`config.mk`:
```
export PLATFORM = sky130hd
export DESIGN_NAME = ovfc_ctrl
export DESIGN_NICKNAME = d
export VERILOG_FILES = /design/src/verilog/ovfc_pkg.sv /design/src/verilog/ovfc_trip_if.sv /design/src/verilog/ovfc_ctrl.sv /design/src/verilog/ovfc_qual.sv
export SDC_FILE = /design/constraint.sdc
export NUM_CORES = 1
export LEC_CHECK = 0
export BUFFER_PORTS_ARGS = -buffer_cell sky130_fd_sc_hd__buf_2
export CAP_MARGIN = 10
export CELL_PAD_IN_SITES_DETAIL_PLACEMENT = 0
export CELL_PAD_IN_SITES_GLOBAL_PLACEMENT = 1
export CORE_ASPECT_RATIO = 1.5
export CORE_MARGIN = 2
export CORE_UTILIZATION = 40
export DETAILED_ROUTE_END_ITERATION = 10
export GPL_TIMING_DRIVEN = 0
export PLACE_DENSITY_LB_ADDON = 0.1
export SLEW_MARGIN = 20
export SYNTH_ARGS = -nofsm -noshare
export SYNTH_HDL_FRONTEND = slang
export SYNTH_SLANG_ARGS = --single-unit
```
`constraint.sdc`:
```
create_clock -name sys_clk_i -period 5.9 [get_ports sys_clk_i]
set_input_delay 1.18 -clock sys_clk_i [delete_from_list [all_inputs] [get_ports sys_clk_i]]
set_output_delay 1.18 -clock sys_clk_i [all_outputs]
set_load 0.02 [all_outputs]
```
`src/verilog/ovfc_pkg.sv`:
```
// Shared constants for the output overvoltage fault control block.
`default_nettype none
package ovfc_pkg;
  // Register byte offsets on the Wishbone slave.
  localparam logic [7:0] OVFC_CTRL_OFS = 8'h00;
  localparam logic [7:0] OVFC_LIMIT_OFS = 8'h04;
  localparam logic [7:0] OVFC_VSET_OFS = 8'h08;
  localparam logic [7:0] OVFC_STAT_OFS = 8'h0C;
  localparam logic [7:0] OVFC_CMD_OFS = 8'h10;
  // Control register fields.
  localparam int OVFC_CTRL_OPON_BIT = 0;
  localparam int OVFC_CTRL_IGN_BIT = 1;
  // Status register fields.
  localparam int OVFC_STAT_FLAG_BIT = 0;
  localparam int OVFC_STAT_TRIP_BIT = 1;
  localparam int OVFC_STAT_LATCH_BIT = 2;
  localparam int OVFC_STAT_SVID_BIT = 3;
  localparam int OVFC_STAT_EFF_LSB = 16;
  // Command register fields.
  localparam int OVFC_CMD_CLR_BIT = 0;
  // Reset values, all thresholds and settings in millivolts.
  localparam logic OVFC_OPON_RST = 1'b1;
  localparam logic OVFC_IGN_RST = 1'b0;
  localparam logic [15:0] OVFC_LIMIT_RST = 16'h0546;
  localparam logic [15:0] OVFC_VSET_RST = 16'h03E8;
  // Tracking offset added to the output setting to cap the programmed threshold.
  localparam logic [15:0] OVFC_TRACK_OFS_MV = 16'h028F;
  // Trip qualification time and the clock period it is counted in.
  localparam int OVFC_QUAL_NS = 200;
  localparam int OVFC_CLK_NS = 100;
  localparam int OVFC_QUAL_CYC = (OVFC_QUAL_NS + OVFC_CLK_NS - 1) / OVFC_CLK_NS;
endpackage
`default_nettype wire

```
`src/verilog/ovfc_trip_if.sv`:
```
// Carrier between the controller and its trip qualifier.
`timescale 1ns/1ps
`default_nettype none
interface ovfc_trip_if;
  logic cmp;  // Raw comparator: sense voltage above active threshold.
  logic trip; // Qualified overvoltage trip.
  // The qualifier filters the comparator into a trip.
  modport qual (input cmp, output trip);
  // The controller feeds the comparator and consumes the trip.
  modport ctrl (output cmp, input trip);
endinterface
`default_nettype wire

```
`src/verilog/ovfc_ctrl.sv`:
```
// Output overvoltage fault controller with a Wishbone register slave.
`timescale 1ns/1ps
`default_nettype none
// What this block does
// [RULE1] Trip after sense stays high for delay.
// [RULE2] Default trip latches high side off, power good low.
// [RULE3] Low side on while sense stays high.
// [RULE4] Latch clears on bias, enable or operation cycle.
// [RULE5] Ignore mode keeps both drives under normal control.
// [RULE6] Every trip sets fault flag and alert.
// [RULE7] Threshold clamps to setting plus 655 mV.
// [RULE8] Same threshold and response in both modes.
// [RULE9] Fault flag sticky until clear or reset.
// [RULE10] Delay counted in clock cycles, parameterised.
module ovfc_ctrl
  import ovfc_pkg::*;
#(
  parameter int unsigned QUAL_CYC = OVFC_QUAL_CYC
) (
  // Clock and reset.
  input wire logic sys_clk_i,
  input wire logic rstn_i,
  // Wishbone classic slave.
  input wire logic wb_cyc_i,
  input wire logic wb_stb_i,
  input wire logic wb_we_i,
  input wire logic [7:0] wb_adr_i,
  input wire logic [3:0] wb_sel_i,
  input wire logic [31:0] wb_dat_i,
  output logic [31:0] wb_dat_o,
  output logic wb_ack_o,
  // Analog side and system levels.
  input wire logic ov_cmp_i,
  input wire logic pg_window_i,
  input wire logic bias_ok_i,
  input wire logic enable_i,
  input wire logic svid_mode_i,
  input wire logic [15:0] svid_vout_mv_i,
  output logic [15:0] eff_ov_thresh_o,
  // Modulator requests and gate drives.
  input wire logic pwm_hs_i,
  input wire logic pwm_ls_i,
  output logic high_side_gate_drive_o,
  output logic low_side_gate_drive_o,
  // Open-drain status pins.
  output logic power_good_out_o,
  output logic power_good_out_oe_o,
  output logic fault_alert_out_o,
  output logic fault_alert_out_oe_o
);

  ovfc_trip_if trip_if ();

  // Qualifier that turns the raw comparator into a trip.
  ovfc_qual #(
    .QUAL_CYC(QUAL_CYC)
  ) u_qual (
    .sys_clk_i(sys_clk_i),
    .rstn_i(rstn_i),
    .trip_if(trip_if)
  );

  assign trip_if.cmp = ov_cmp_i;

  // Byte-lane merge for the low sixteen bits of a register.
  function automatic logic [15:0] wr16(input logic [15:0] old, input logic [31:0] dat,
                                       input logic [3:0] sel);
    logic [15:0] res;
    res = old;
    if (sel[0]) begin
      res[7:0] = dat[7:0];
    end
    if (sel[1]) begin
      res[15:8] = dat[15:8];
    end
    return res;
  endfunction

  // Software state.
  logic opon_q, opon_d;          // Operation on; writing zero is the off command.
  logic ign_q, ign_d;            // Response select: one ignores trips.
  logic [15:0] limit_q, limit_d; // Programmed overvoltage threshold.
  logic [15:0] vset_q, vset_d;   // Output setting used in host mode.
  // Fault state.
  logic flag_q, flag_d;          // Sticky overvoltage fault flag.
  logic latch_q, latch_d;        // High-side off latch.
  logic trip_prev_q, trip_prev_d; // Trip of the previous cycle, for edge detect.
  // Bus answer.
  logic ack_q, ack_d;
  logic [31:0] rdat_q, rdat_d;
  // Outputs.
  logic [15:0] eff_q, eff_d;
  logic hs_q, hs_d;
  logic ls_q, ls_d;
  logic pg_q, pg_d;
  // Combinational helpers.
  logic bus_acc;                 // A new bus request this cycle.
  logic wr_acc;                  // A new write request this cycle.
  logic clr_wr;                  // Write of the clear-faults command.
  logic run;                     // Conversion allowed by bias, enable and operation.
  logic [15:0] vout_mv;          // Output setting of whichever interface rules.
  logic [16:0] cap_mv;           // Setting plus tracking offset.
  logic trip_rise;

  // Bus decode and fault flag logic share one next-state process.
  always_comb begin
    bus_acc = wb_cyc_i && wb_stb_i && !ack_q;
    wr_acc = bus_acc && wb_we_i;
    clr_wr = wr_acc && (wb_adr_i == OVFC_CMD_OFS) && wb_sel_i[0] &&
             wb_dat_i[OVFC_CMD_CLR_BIT];
    // Rising edge of the qualified trip.
    trip_rise = trip_if.trip && !trip_prev_q;
    // One threshold path serves both control interfaces.
    vout_mv = svid_mode_i ? svid_vout_mv_i : vset_q; // see [RULE8]
    cap_mv = {1'b0, vout_mv} + {1'b0, OVFC_TRACK_OFS_MV};
    // A limit above the cap is replaced by the tracking value.
    eff_d = ({1'b0, limit_q} > cap_mv) ? cap_mv[15:0] : limit_q; // see [RULE7]
    // Switching is allowed only with bias, enable and operation all on.
    run = bias_ok_i && enable_i && opon_q;

    // Every request is answered exactly one cycle after it is taken.
    ack_d = bus_acc;
    rdat_d = rdat_q;
    opon_d = opon_q;
    ign_d = ign_q;
    limit_d = limit_q;
    vset_d = vset_q;
    // Writes take effect on the edge that raises the acknowledge.
    if (wr_acc) begin
      if (wb_adr_i == OVFC_CTRL_OFS) begin
        if (wb_sel_i[0]) begin
          opon_d = wb_dat_i[OVFC_CTRL_OPON_BIT];
          ign_d = wb_dat_i[OVFC_CTRL_IGN_BIT];
        end
      end else if (wb_adr_i == OVFC_LIMIT_OFS) begin
        limit_d = wr16(limit_q, wb_dat_i, wb_sel_i);
      end else if (wb_adr_i == OVFC_VSET_OFS) begin
        vset_d = wr16(vset_q, wb_dat_i, wb_sel_i);
      end
    end
    // Reads return zero for unmapped and write-only addresses.
    if (bus_acc && !wb_we_i) begin
      rdat_d = 32'h0000_0000;
      if (wb_adr_i == OVFC_CTRL_OFS) begin
        rdat_d[OVFC_CTRL_OPON_BIT] = opon_q;
        rdat_d[OVFC_CTRL_IGN_BIT] = ign_q;
      end else if (wb_adr_i == OVFC_LIMIT_OFS) begin
        rdat_d[15:0] = limit_q;
      end else if (wb_adr_i == OVFC_VSET_OFS) begin
        rdat_d[15:0] = vset_q;
      end else if (wb_adr_i == OVFC_STAT_OFS) begin
        rdat_d[OVFC_STAT_FLAG_BIT] = flag_q;
        rdat_d[OVFC_STAT_TRIP_BIT] = trip_if.trip;
        rdat_d[OVFC_STAT_LATCH_BIT] = latch_q;
        rdat_d[OVFC_STAT_SVID_BIT] = svid_mode_i;
        rdat_d[OVFC_STAT_EFF_LSB +: 16] = eff_q;
      end
    end

    // The flag is set by any trip in any mode; a clear in the same cycle loses.
    flag_d = flag_q;
    if (clr_wr) begin
      flag_d = 1'b0; // see [RULE9]
    end
    if (trip_rise || trip_if.trip) begin
      flag_d = 1'b1; // see [RULE6]
    end

    // The latch is cleared while bias, enable or operation is off; a trip under the default response still sets it.
    latch_d = latch_q;
    if (!run) begin
      latch_d = 1'b0; // see [RULE4]
    end
    if (trip_if.trip && !ign_q) begin
      latch_d = 1'b1; // see [RULE2]
    end
    // Remember the trip for the next cycle's edge detect.
    trip_prev_d = trip_if.trip;
  end

  // Gate drive and power good next values.
  always_comb begin
    // Using the latch's next value turns the high side off on the same edge that sets the latch.
    hs_d = pwm_hs_i && run && (ign_q || !latch_d); // see [RULE2] see [RULE5]
    if (!ign_q && latch_d) begin
      // While latched the low side follows the comparator, not the modulator.
      ls_d = ov_cmp_i; // see [RULE3]
    end else begin
      // Otherwise the modulator drives the low side while running.
      ls_d = pwm_ls_i && run; // see [RULE5]
    end
    // Power good is forced low while the default response holds the latch.
    pg_d = pg_window_i && run && (ign_q || !latch_d); // see [RULE2]
  end

  // Register every group of state.
  always_ff @(posedge sys_clk_i) begin
    if (!rstn_i) begin
      opon_q <= OVFC_OPON_RST;
      ign_q <= OVFC_IGN_RST;
      limit_q <= OVFC_LIMIT_RST;
      vset_q <= OVFC_VSET_RST;
      flag_q <= 1'b0;
      latch_q <= 1'b0;
      trip_prev_q <= 1'b0;
      ack_q <= 1'b0;
      rdat_q <= 32'h0000_0000;
      eff_q <= OVFC_LIMIT_RST;
      hs_q <= 1'b0;
      ls_q <= 1'b0;
      pg_q <= 1'b0;
    end else begin
      opon_q <= opon_d;
      ign_q <= ign_d;
      limit_q <= limit_d;
      vset_q <= vset_d;
      flag_q <= flag_d;
      latch_q <= latch_d;
      trip_prev_q <= trip_prev_d;
      ack_q <= ack_d;
      rdat_q <= rdat_d;
      eff_q <= eff_d;
      hs_q <= hs_d;
      ls_q <= ls_d;
      pg_q <= pg_d;
    end
  end

  // Open-drain pins pull low when enabled and float high otherwise.
  assign wb_ack_o = ack_q;
  assign wb_dat_o = rdat_q;
  assign eff_ov_thresh_o = eff_q;
  assign high_side_gate_drive_o = hs_q;
  assign low_side_gate_drive_o = ls_q;
  // The data side of both open-drain pins is always low; only the enables move.
  assign power_good_out_o = 1'b0;
  assign power_good_out_oe_o = !pg_q;
  assign fault_alert_out_o = 1'b0;
  assign fault_alert_out_oe_o = flag_q; // see [RULE6]
endmodule // ovfc_ctrl
`default_nettype wire

```
`src/verilog/ovfc_qual.sv`:
```
// Trip qualifier that delays the overvoltage comparator by a cycle count.
`timescale 1ns/1ps
`default_nettype none
module ovfc_qual
  import ovfc_pkg::*;
#(
  parameter int unsigned QUAL_CYC = OVFC_QUAL_CYC
) (
  // Clock and reset.
  input wire logic sys_clk_i,
  input wire logic rstn_i,
  // Comparator in, trip out.
  ovfc_trip_if.qual trip_if
);
  // A counter of eight bits bounds the delay; refuse what it cannot hold.
  if (QUAL_CYC < 1 || QUAL_CYC > 255) begin : g_bad_cyc
    $error("QUAL_CYC must lie between 1 and 255.");
  end

  localparam logic [7:0] QualLim = QUAL_CYC[7:0];

  logic [7:0] cnt_q, cnt_d; // Consecutive cycles with the comparator high.
  logic trip_q, trip_d;     // Registered trip, glitch free for the controller.

  // Count while the comparator stays high; any low sample restarts the count.
  always_comb begin
    cnt_d = 8'h00;
    trip_d = 1'b0;
    if (trip_if.cmp) begin
      cnt_d = (cnt_q == QualLim) ? cnt_q : cnt_q + 8'h01; // see [RULE10]
      // Comparing against the limit minus one lets the registered trip rise on the edge the count reaches the limit.
      trip_d = (cnt_q >= (QualLim - 8'h01));              // see [RULE1]
    end
  end

  // Register the count and the trip.
  always_ff @(posedge sys_clk_i) begin
    if (!rstn_i) begin
      cnt_q <= 8'h00;
      trip_q <= 1'b0;
    end else begin
      cnt_q <= cnt_d;
      trip_q <= trip_d;
    end
  end

  assign trip_if.trip = trip_q;
endmodule // ovfc_qual
`default_nettype wire

```
=== Yosys cells after proc, flatten, opt, wreduce, memory -nomap -nowiden ===
Index checks and enable logic that the tools add are counted.

* Equal/unequal tests: 5
* Multiplexer cells: 16
* Reductions and logical operators: 33
* Magnitude comparators: 2
* Add/subtract/negate cells: 2
* Bitwise logic cells: 2

{| class="wikitable"
|+ Operator list
! operator !! count
|-
| 2-to-1 mux 16 bit || 6
|-
| 2-to-1 mux 30 bit || 1
|-
| adder 16 x 10 -> 17 bit, second input constant || 1
|-
| greater-than comparator 16 x 17 -> 1 bit || 1
|-
| logical AND 1 bit || 17
|-
| equality test 8 x 4 -> 1 bit, second input constant || 2
|-
| 2-to-1 mux 12 bit || 1
|-
| AND reduction 5 bit || 2
|-
| adder 8 x 1 -> 8 bit, second input constant || 1
|-
| equality test 8 x 2 -> 1 bit, second input constant || 1
|-
| equality test 8 x 3 -> 1 bit, second input constant || 1
|-
| equality test 8 x 5 -> 1 bit, second input constant || 1
|-
| >= comparator 8 x 1 -> 1 bit, second input constant || 1
|-
| logical NOT 8 bit || 1
|-
| 2-to-1 mux 4 bit || 2
|-
| AND reduction 4 bit || 2
|-
| logical NOT 1 bit || 6
|-
| 2-to-1 mux 1 bit || 5
|-
| AND reduction 3 bit || 1
|-
| logical OR 1 bit || 2
|-
| 2-to-1 mux 2 bit || 1
|-
| inverter 1 bit || 2
|-
| AND reduction 2 bit || 1
|-
| nonzero test 2 bit || 1
|}

* Input bits: 72
* Word-level logic and storage cells: 77
* Flip-flop bits (word level): 98

=== Longest topological paths before layout ===
* Depth after elaboration: 8
* Mapped depth: 21
* Gate-level depth less buffers: 15

=== Cells and area by module ===
From an unflattened synthesis, not the netlist that was laid out.

* Cells, all modules: 536
* Area total of the unflattened synthesis: 5018.6 µm²

{| class="wikitable"
|+ By module, submodules not included
! module !! area an instance (µm²) !! instances !! cells an instance !! seq. area each (µm²)
|-
| ovfc_ctrl || 4548.1 || 1 || 485 || 1761.7
|-
| ovfc_qual || 470.5 || 1 || 51 || 180.2
|}

=== Worst setup path after synthesis ===
Ideal clock, no wire load.

* Kind: input-to-reg
* From: input port svid_mode_i
* To: register eff_q[0] (netlist: eff_ov_thresh_o[0])
* Stages: 21
* Path slack: 0.559 ns
* Buffers on the path: 6
* Arrival: 5.271 ns
* Data required time: 5.830 ns
* Library setup time: 0.070 ns
* Path through: buf_6 > buf_4 > clkbuf_1 > mux2i_1 > ha_1 > or4bb_1 > and2_1 > buf_6 > a21oi_4 > o31ai_1 > and3_1 > or2_1 > ha_1 > nor3_1 > nor2_1 > a22oi_1 > and2_1 > clkbuf_1 > clkbuf_1 > o21ai_0 > a21oi_1

* Word-level cells in the longest chain between the ends: 4

{| class="wikitable"
|+ Ends and longest elaborated chain
! element !! RTL line !! source
|-
| start: declaration || ovfc_ctrl.sv:37 || <nowiki>input wire logic svid_mode_i,</nowiki>
|-
| 2-to-1 mux 16 bit * || ovfc_ctrl.sv:114 || <nowiki>vout_mv = svid_mode_i ? svid_vout_mv_i : vset_q;</nowiki>
|-
| adder 16 x 10 -> 17 bit * || ovfc_ctrl.sv:115 || <nowiki>cap_mv = {1'b0, vout_mv} + {1'b0, OVFC_TRACK_OFS_MV};</nowiki>
|-
| greater-than comparator 16 x 17 -> 1 bit || ovfc_ctrl.sv:117 || <nowiki>eff_d = ({1'b0, limit_q} > cap_mv) ? cap_mv[15:0] : limit_q;</nowiki>
|-
| 2-to-1 mux 16 bit * || ovfc_ctrl.sv:117 ||
|-
| end signal: assignment || ovfc_ctrl.sv:208 || <nowiki>eff_q <= OVFC_LIMIT_RST;</nowiki>
|-
| end signal: assignment || ovfc_ctrl.sv:222 || <nowiki>eff_q <= eff_d;</nowiki>
|-
| end: declaration || ovfc_ctrl.sv:92 || <nowiki>logic [15:0] eff_q, eff_d;</nowiki>
|}

Every way passes the cells marked *; elsewhere a longest branch is shown, timed or not.
A chain may end at the register's enable or synchronous reset.

=== Worst setup path after layout ===
* From: input port svid_mode_i
* To: register eff_q[1] (netlist: eff_ov_thresh_o[1])

Same word-level chain as after synthesis.

==> flow_metrics.py <==
metrics = {
    "worst_setup_path": {
        "r2r-start": "vset_q[0]",
        "r2r_end": "eff_ov_thresh_o[1]",
        "reg2reg_slack_ns": 1.44,
        "required_ns": 6.08,
        "crit_type": "input pin to flop",
        "end_kind": "flop",
        "cp_data_arrival_time_ns": 5.74,
        "critPathLaunchType": "input pin",
        "critPathMaxFanout": 19,
        "worstRegToRegCells": 17,
        "crit_end": "eff_ov_thresh_o[1]",
        "crit_start": "svid_mode_i",
    },
    "detailed_routing": {
        "vias_per_cell": 5.51,
        "first_iter_violations": 274,
        "wl_mm": 15.0,
        "ant_nets": 0,
        "drc_errors": 0,
        "routedWlPerCell_um": 18.0,
        "drt_pass1_iterations": 4,
        "vias": 4603,
    },
    "timing": {
        "fin_crit_ns": 5.56,
        "rsz0062_at_grt": "no",
        "fin_crit_sh_pct": 94.3,
        "worstMarginPinSlew_ns": 0.685,
        "finClkSkew_ns": 0.00774,
        "finalHoldViolCount": 0,
        "setup_viol": 0,
        "fmax_mhz": 180,
        "fin_setup_tns_ns": 0,
        "setup_slack_ns": 0.335,
        "slew_headroom_pct": 54.3,
        "slew_violations": 0,
    },
    "cells_and_area": {
        "final_common_cell": "buf_2",
        "utilization_pct": 48.8,
        "area_delta_synth_final_pct": 20.4,
        "final_cell_mix": "106 x buf_2, 97 x dfxtp_1, 61 x nor2_1",
        "n_antenna_cell": 0,
        "drive_gt1_share_pct": 21.8,
        "final_nets": 767,
        "fin_area_sq_um": 6050,
    },
    "min_path": {
        "min_path_type": "flop to flop",
        "holdCritStartpoint": "wb_dat_o[3]",
    },
    "floorplan": {
        "ios": 127,
        "design.core.area_sq_um": 12400,
        "die_w_um": 95.5,
        "die_h_um": 141,
        "start_util_pct": 40.6,
        "dieArea_sq_um": 13500,
        "num_rows": 50,
    },
    "logic_synthesis": {
        "syn-cell-area_sq_um": 5030,
        "yosysSeqAreaShare_pct": 38.6,
        "yosysUniqueCellTypes": 68,
        "synth_top_family_by_area": "simple AND/OR/NAND/NOR gates",
        "ys_async_sr_fraction_pct": 0,
        "synth_ff_type": "dfxtp_1",
        "ys_warn_count": 0,
        "synth_edf_count": 0,
        "synth_xor_area_share_pct": 2.96,
        "muxShareOfSynthArea_pct": 10.6,
        "yosys.area_share.simple_pct": 20.8,
        "synth_seq_cells": 97,
        "synth_compound_area_share_pct": 18.1,
        "postSynthCellCount": 561,
        "synthAdderAreaFrac_pct": 5.23,
        "synth_area_per_cell_sq_um": 8.96,
    },
    "global_route": {
        "grt_max_degree": 20,
        "grt_pass1_wl_mm": 24.1,
        "gr-usage-all-layers_pct": 23.1,
        "grt-ovfl-total": 0,
        "antenna_found_initial": 0,
        "grt_pass1_vias": 4571,
    },
    "clock_tree": {
        "htree_levels": 3,
        "ctsHoldBuffers": 0,
        "cts_buffer_depth": 2,
        "postCtsSetupBuffers": 0,
        "cts_buffers": 9,
        "path_clk_slew_ns": 0.07,
        "clk_latency_ns": 0.34,
        "clkSinkCount": 97,
        "root_buffer": "clkbuf_16",
        "tritoncts": "built",
    },
    "power_and_ir_drop": {
        "peakVddDrop_mv": 0.135,
        "power_mw": 1.45,
        "p_leak_nw": 2.40,
        "powerDensity_nw_per_um2": 240,
    },
    "placed_design": {
        "place_area_sq_um": 5740,
        "dp_slack_ns": -0.708,
        "io_buffers": 103,
        "place_hpwl_mm": 12.1,
        "gp_congestion": 0.809,
    },
    "status": {
        "status": "finished clean",
    },
    "run": {
        "maxCapViolCount": 0,
    },
}
==> cells by family after synthesis <==
| kind of cell | after synthesis |
|---|---|
| AOI/OAI and AO/OA | 128 |
| buffers and inverters | 41 |
| other | 1 |
| xor gates and xnor gates | 17 |
| and+or+nand+nor | 206 |
| DFF | 97 |
| adders and majority gates | 21 |
| muxes | 50 |
==> synthesized netlist by cell type, types with 3 or more instances <==
cell type | n | area (sq um)
buf_4 | 3 | 22.5
nand4_1 | 9 | 56.3
a22o_1 | 14 | 123
nor2_1 | 61 | 229
dfxtp_1 | 97 | 1940
o21a_1 | 3 | 22.5
mux2i_1 | 44 | 440
xor2_1 | 8 | 70.1
or4_1 | 3 | 22.5
and2_1 | 4 | 25.0
o311ai_0 | 4 | 35.0
nor2_4 | 4 | 45.0
buf_2 | 3 | 15.0
nand2b_1 | 8 | 50.1
ha_1 | 21 | 263
xnor2_1 | 9 | 78.8
a211oi_1 | 9 | 67.6
nor4_1 | 4 | 25.0
buf_1 | 3 | 11.3
nand2_1 | 45 | 169
a41oi_1 | 3 | 26.3
clkbuf_1 | 20 | 75.1
o31ai_1 | 3 | 22.5
o21ai_0 | 13 | 65.1
nor3_1 | 9 | 45.0
nand3_1 | 33 | 165
and3_1 | 5 | 31.3
inv_1 | 8 | 30.0
nor2b_1 | 5 | 31.3
mux2_2 | 4 | 45.0
a22oi_1 | 18 | 135
a21oi_1 | 39 | 195
==> worst max-delay path, cell delays in order <==
cell and delay, ns:
buf_2 0.12, buf_6 0.15, buf_4 0.28, mux2i_2 0.37, ha_1 0.27, or4bb_1 0.51
and2_1 0.17, buf_6 0.14, a21oi_4 0.28, o31ai_1 0.10, and3_1 0.21, or2_1 0.23
ha_1 0.20, nor4_1 0.23, o21ai_0 0.16, a22oi_1 0.24, and2_1 0.34, clkbuf_2 0.28
o21ai_0 0.10, o311ai_0 0.17
==> power breakdown <==
group | switching (mW) | internal (mW)
Clock | 0.248 | 0.372
Sequential | 0.00527 | 0.662
Combinational | 0.106 | 0.0615
Total | 0.360 | 1.10
==> cell type report <==
type                       count  area [sq um]
fill                        1262          6340
multi-input combinational    424          2910
sequential                    97          1940
timing repair buffer         103           515
clock buffer                  11           233
tap                          156           195
buffer                        31           150
clock inverter                 5          78.8
inverter                       8          30.0
==> flip-flops by register name, indices dropped and copies added, names as in the netlist, 8 cells and up <==
signal / cells
vset_q: 16
u_qual.cnt_q: 8
eff_ov_thresh_o: 16
limit_q: 16
wb_dat_o: 32
==> worst min path at each step <==
stage | cells past startpoint | endpoint
floorplan | 2 | u_qual.cnt_q[7]
global placement | 2 | wb_dat_o[15]
detailed placement | 2 | wb_dat_o[3]
CTS | 2 | wb_dat_o[3]
global route | 2 | wb_dat_o[15]
finish | 2 | wb_dat_o[3]
==> metrics by stage <==
| stage | hold WS (ns) | cells |
|---|---|---|
| 6_report | 0.448 | 835 |
| 5_1_grt | 0.481 | 835 |
| 4_1_cts | 0.451 | 836 |
| 3_5_place_dp | 0.443 | 821 |
| 3_3_place_gp | 0.444 | 821 |
| 2_1_floorplan | 0.474 | 562 |
==> layer usage <==
layer | vias up | track usage (%) | part of all wire [%]
met5 | - | 0 | 0
met4 | 0 | 5.71 | 1.0
met3 | 14 | 2.81 | 4.0
met2 | 115 | 41.2 | 51
met1 | 2196 | 29.1 | 44
li1 | 2278 | - | -
==> what timing repair did <==
item	CTS	global route
setup endpoints to repair	14	13
cloned	0	0
gates resized for setup	0	3
(Power assumes the default switching activity.)
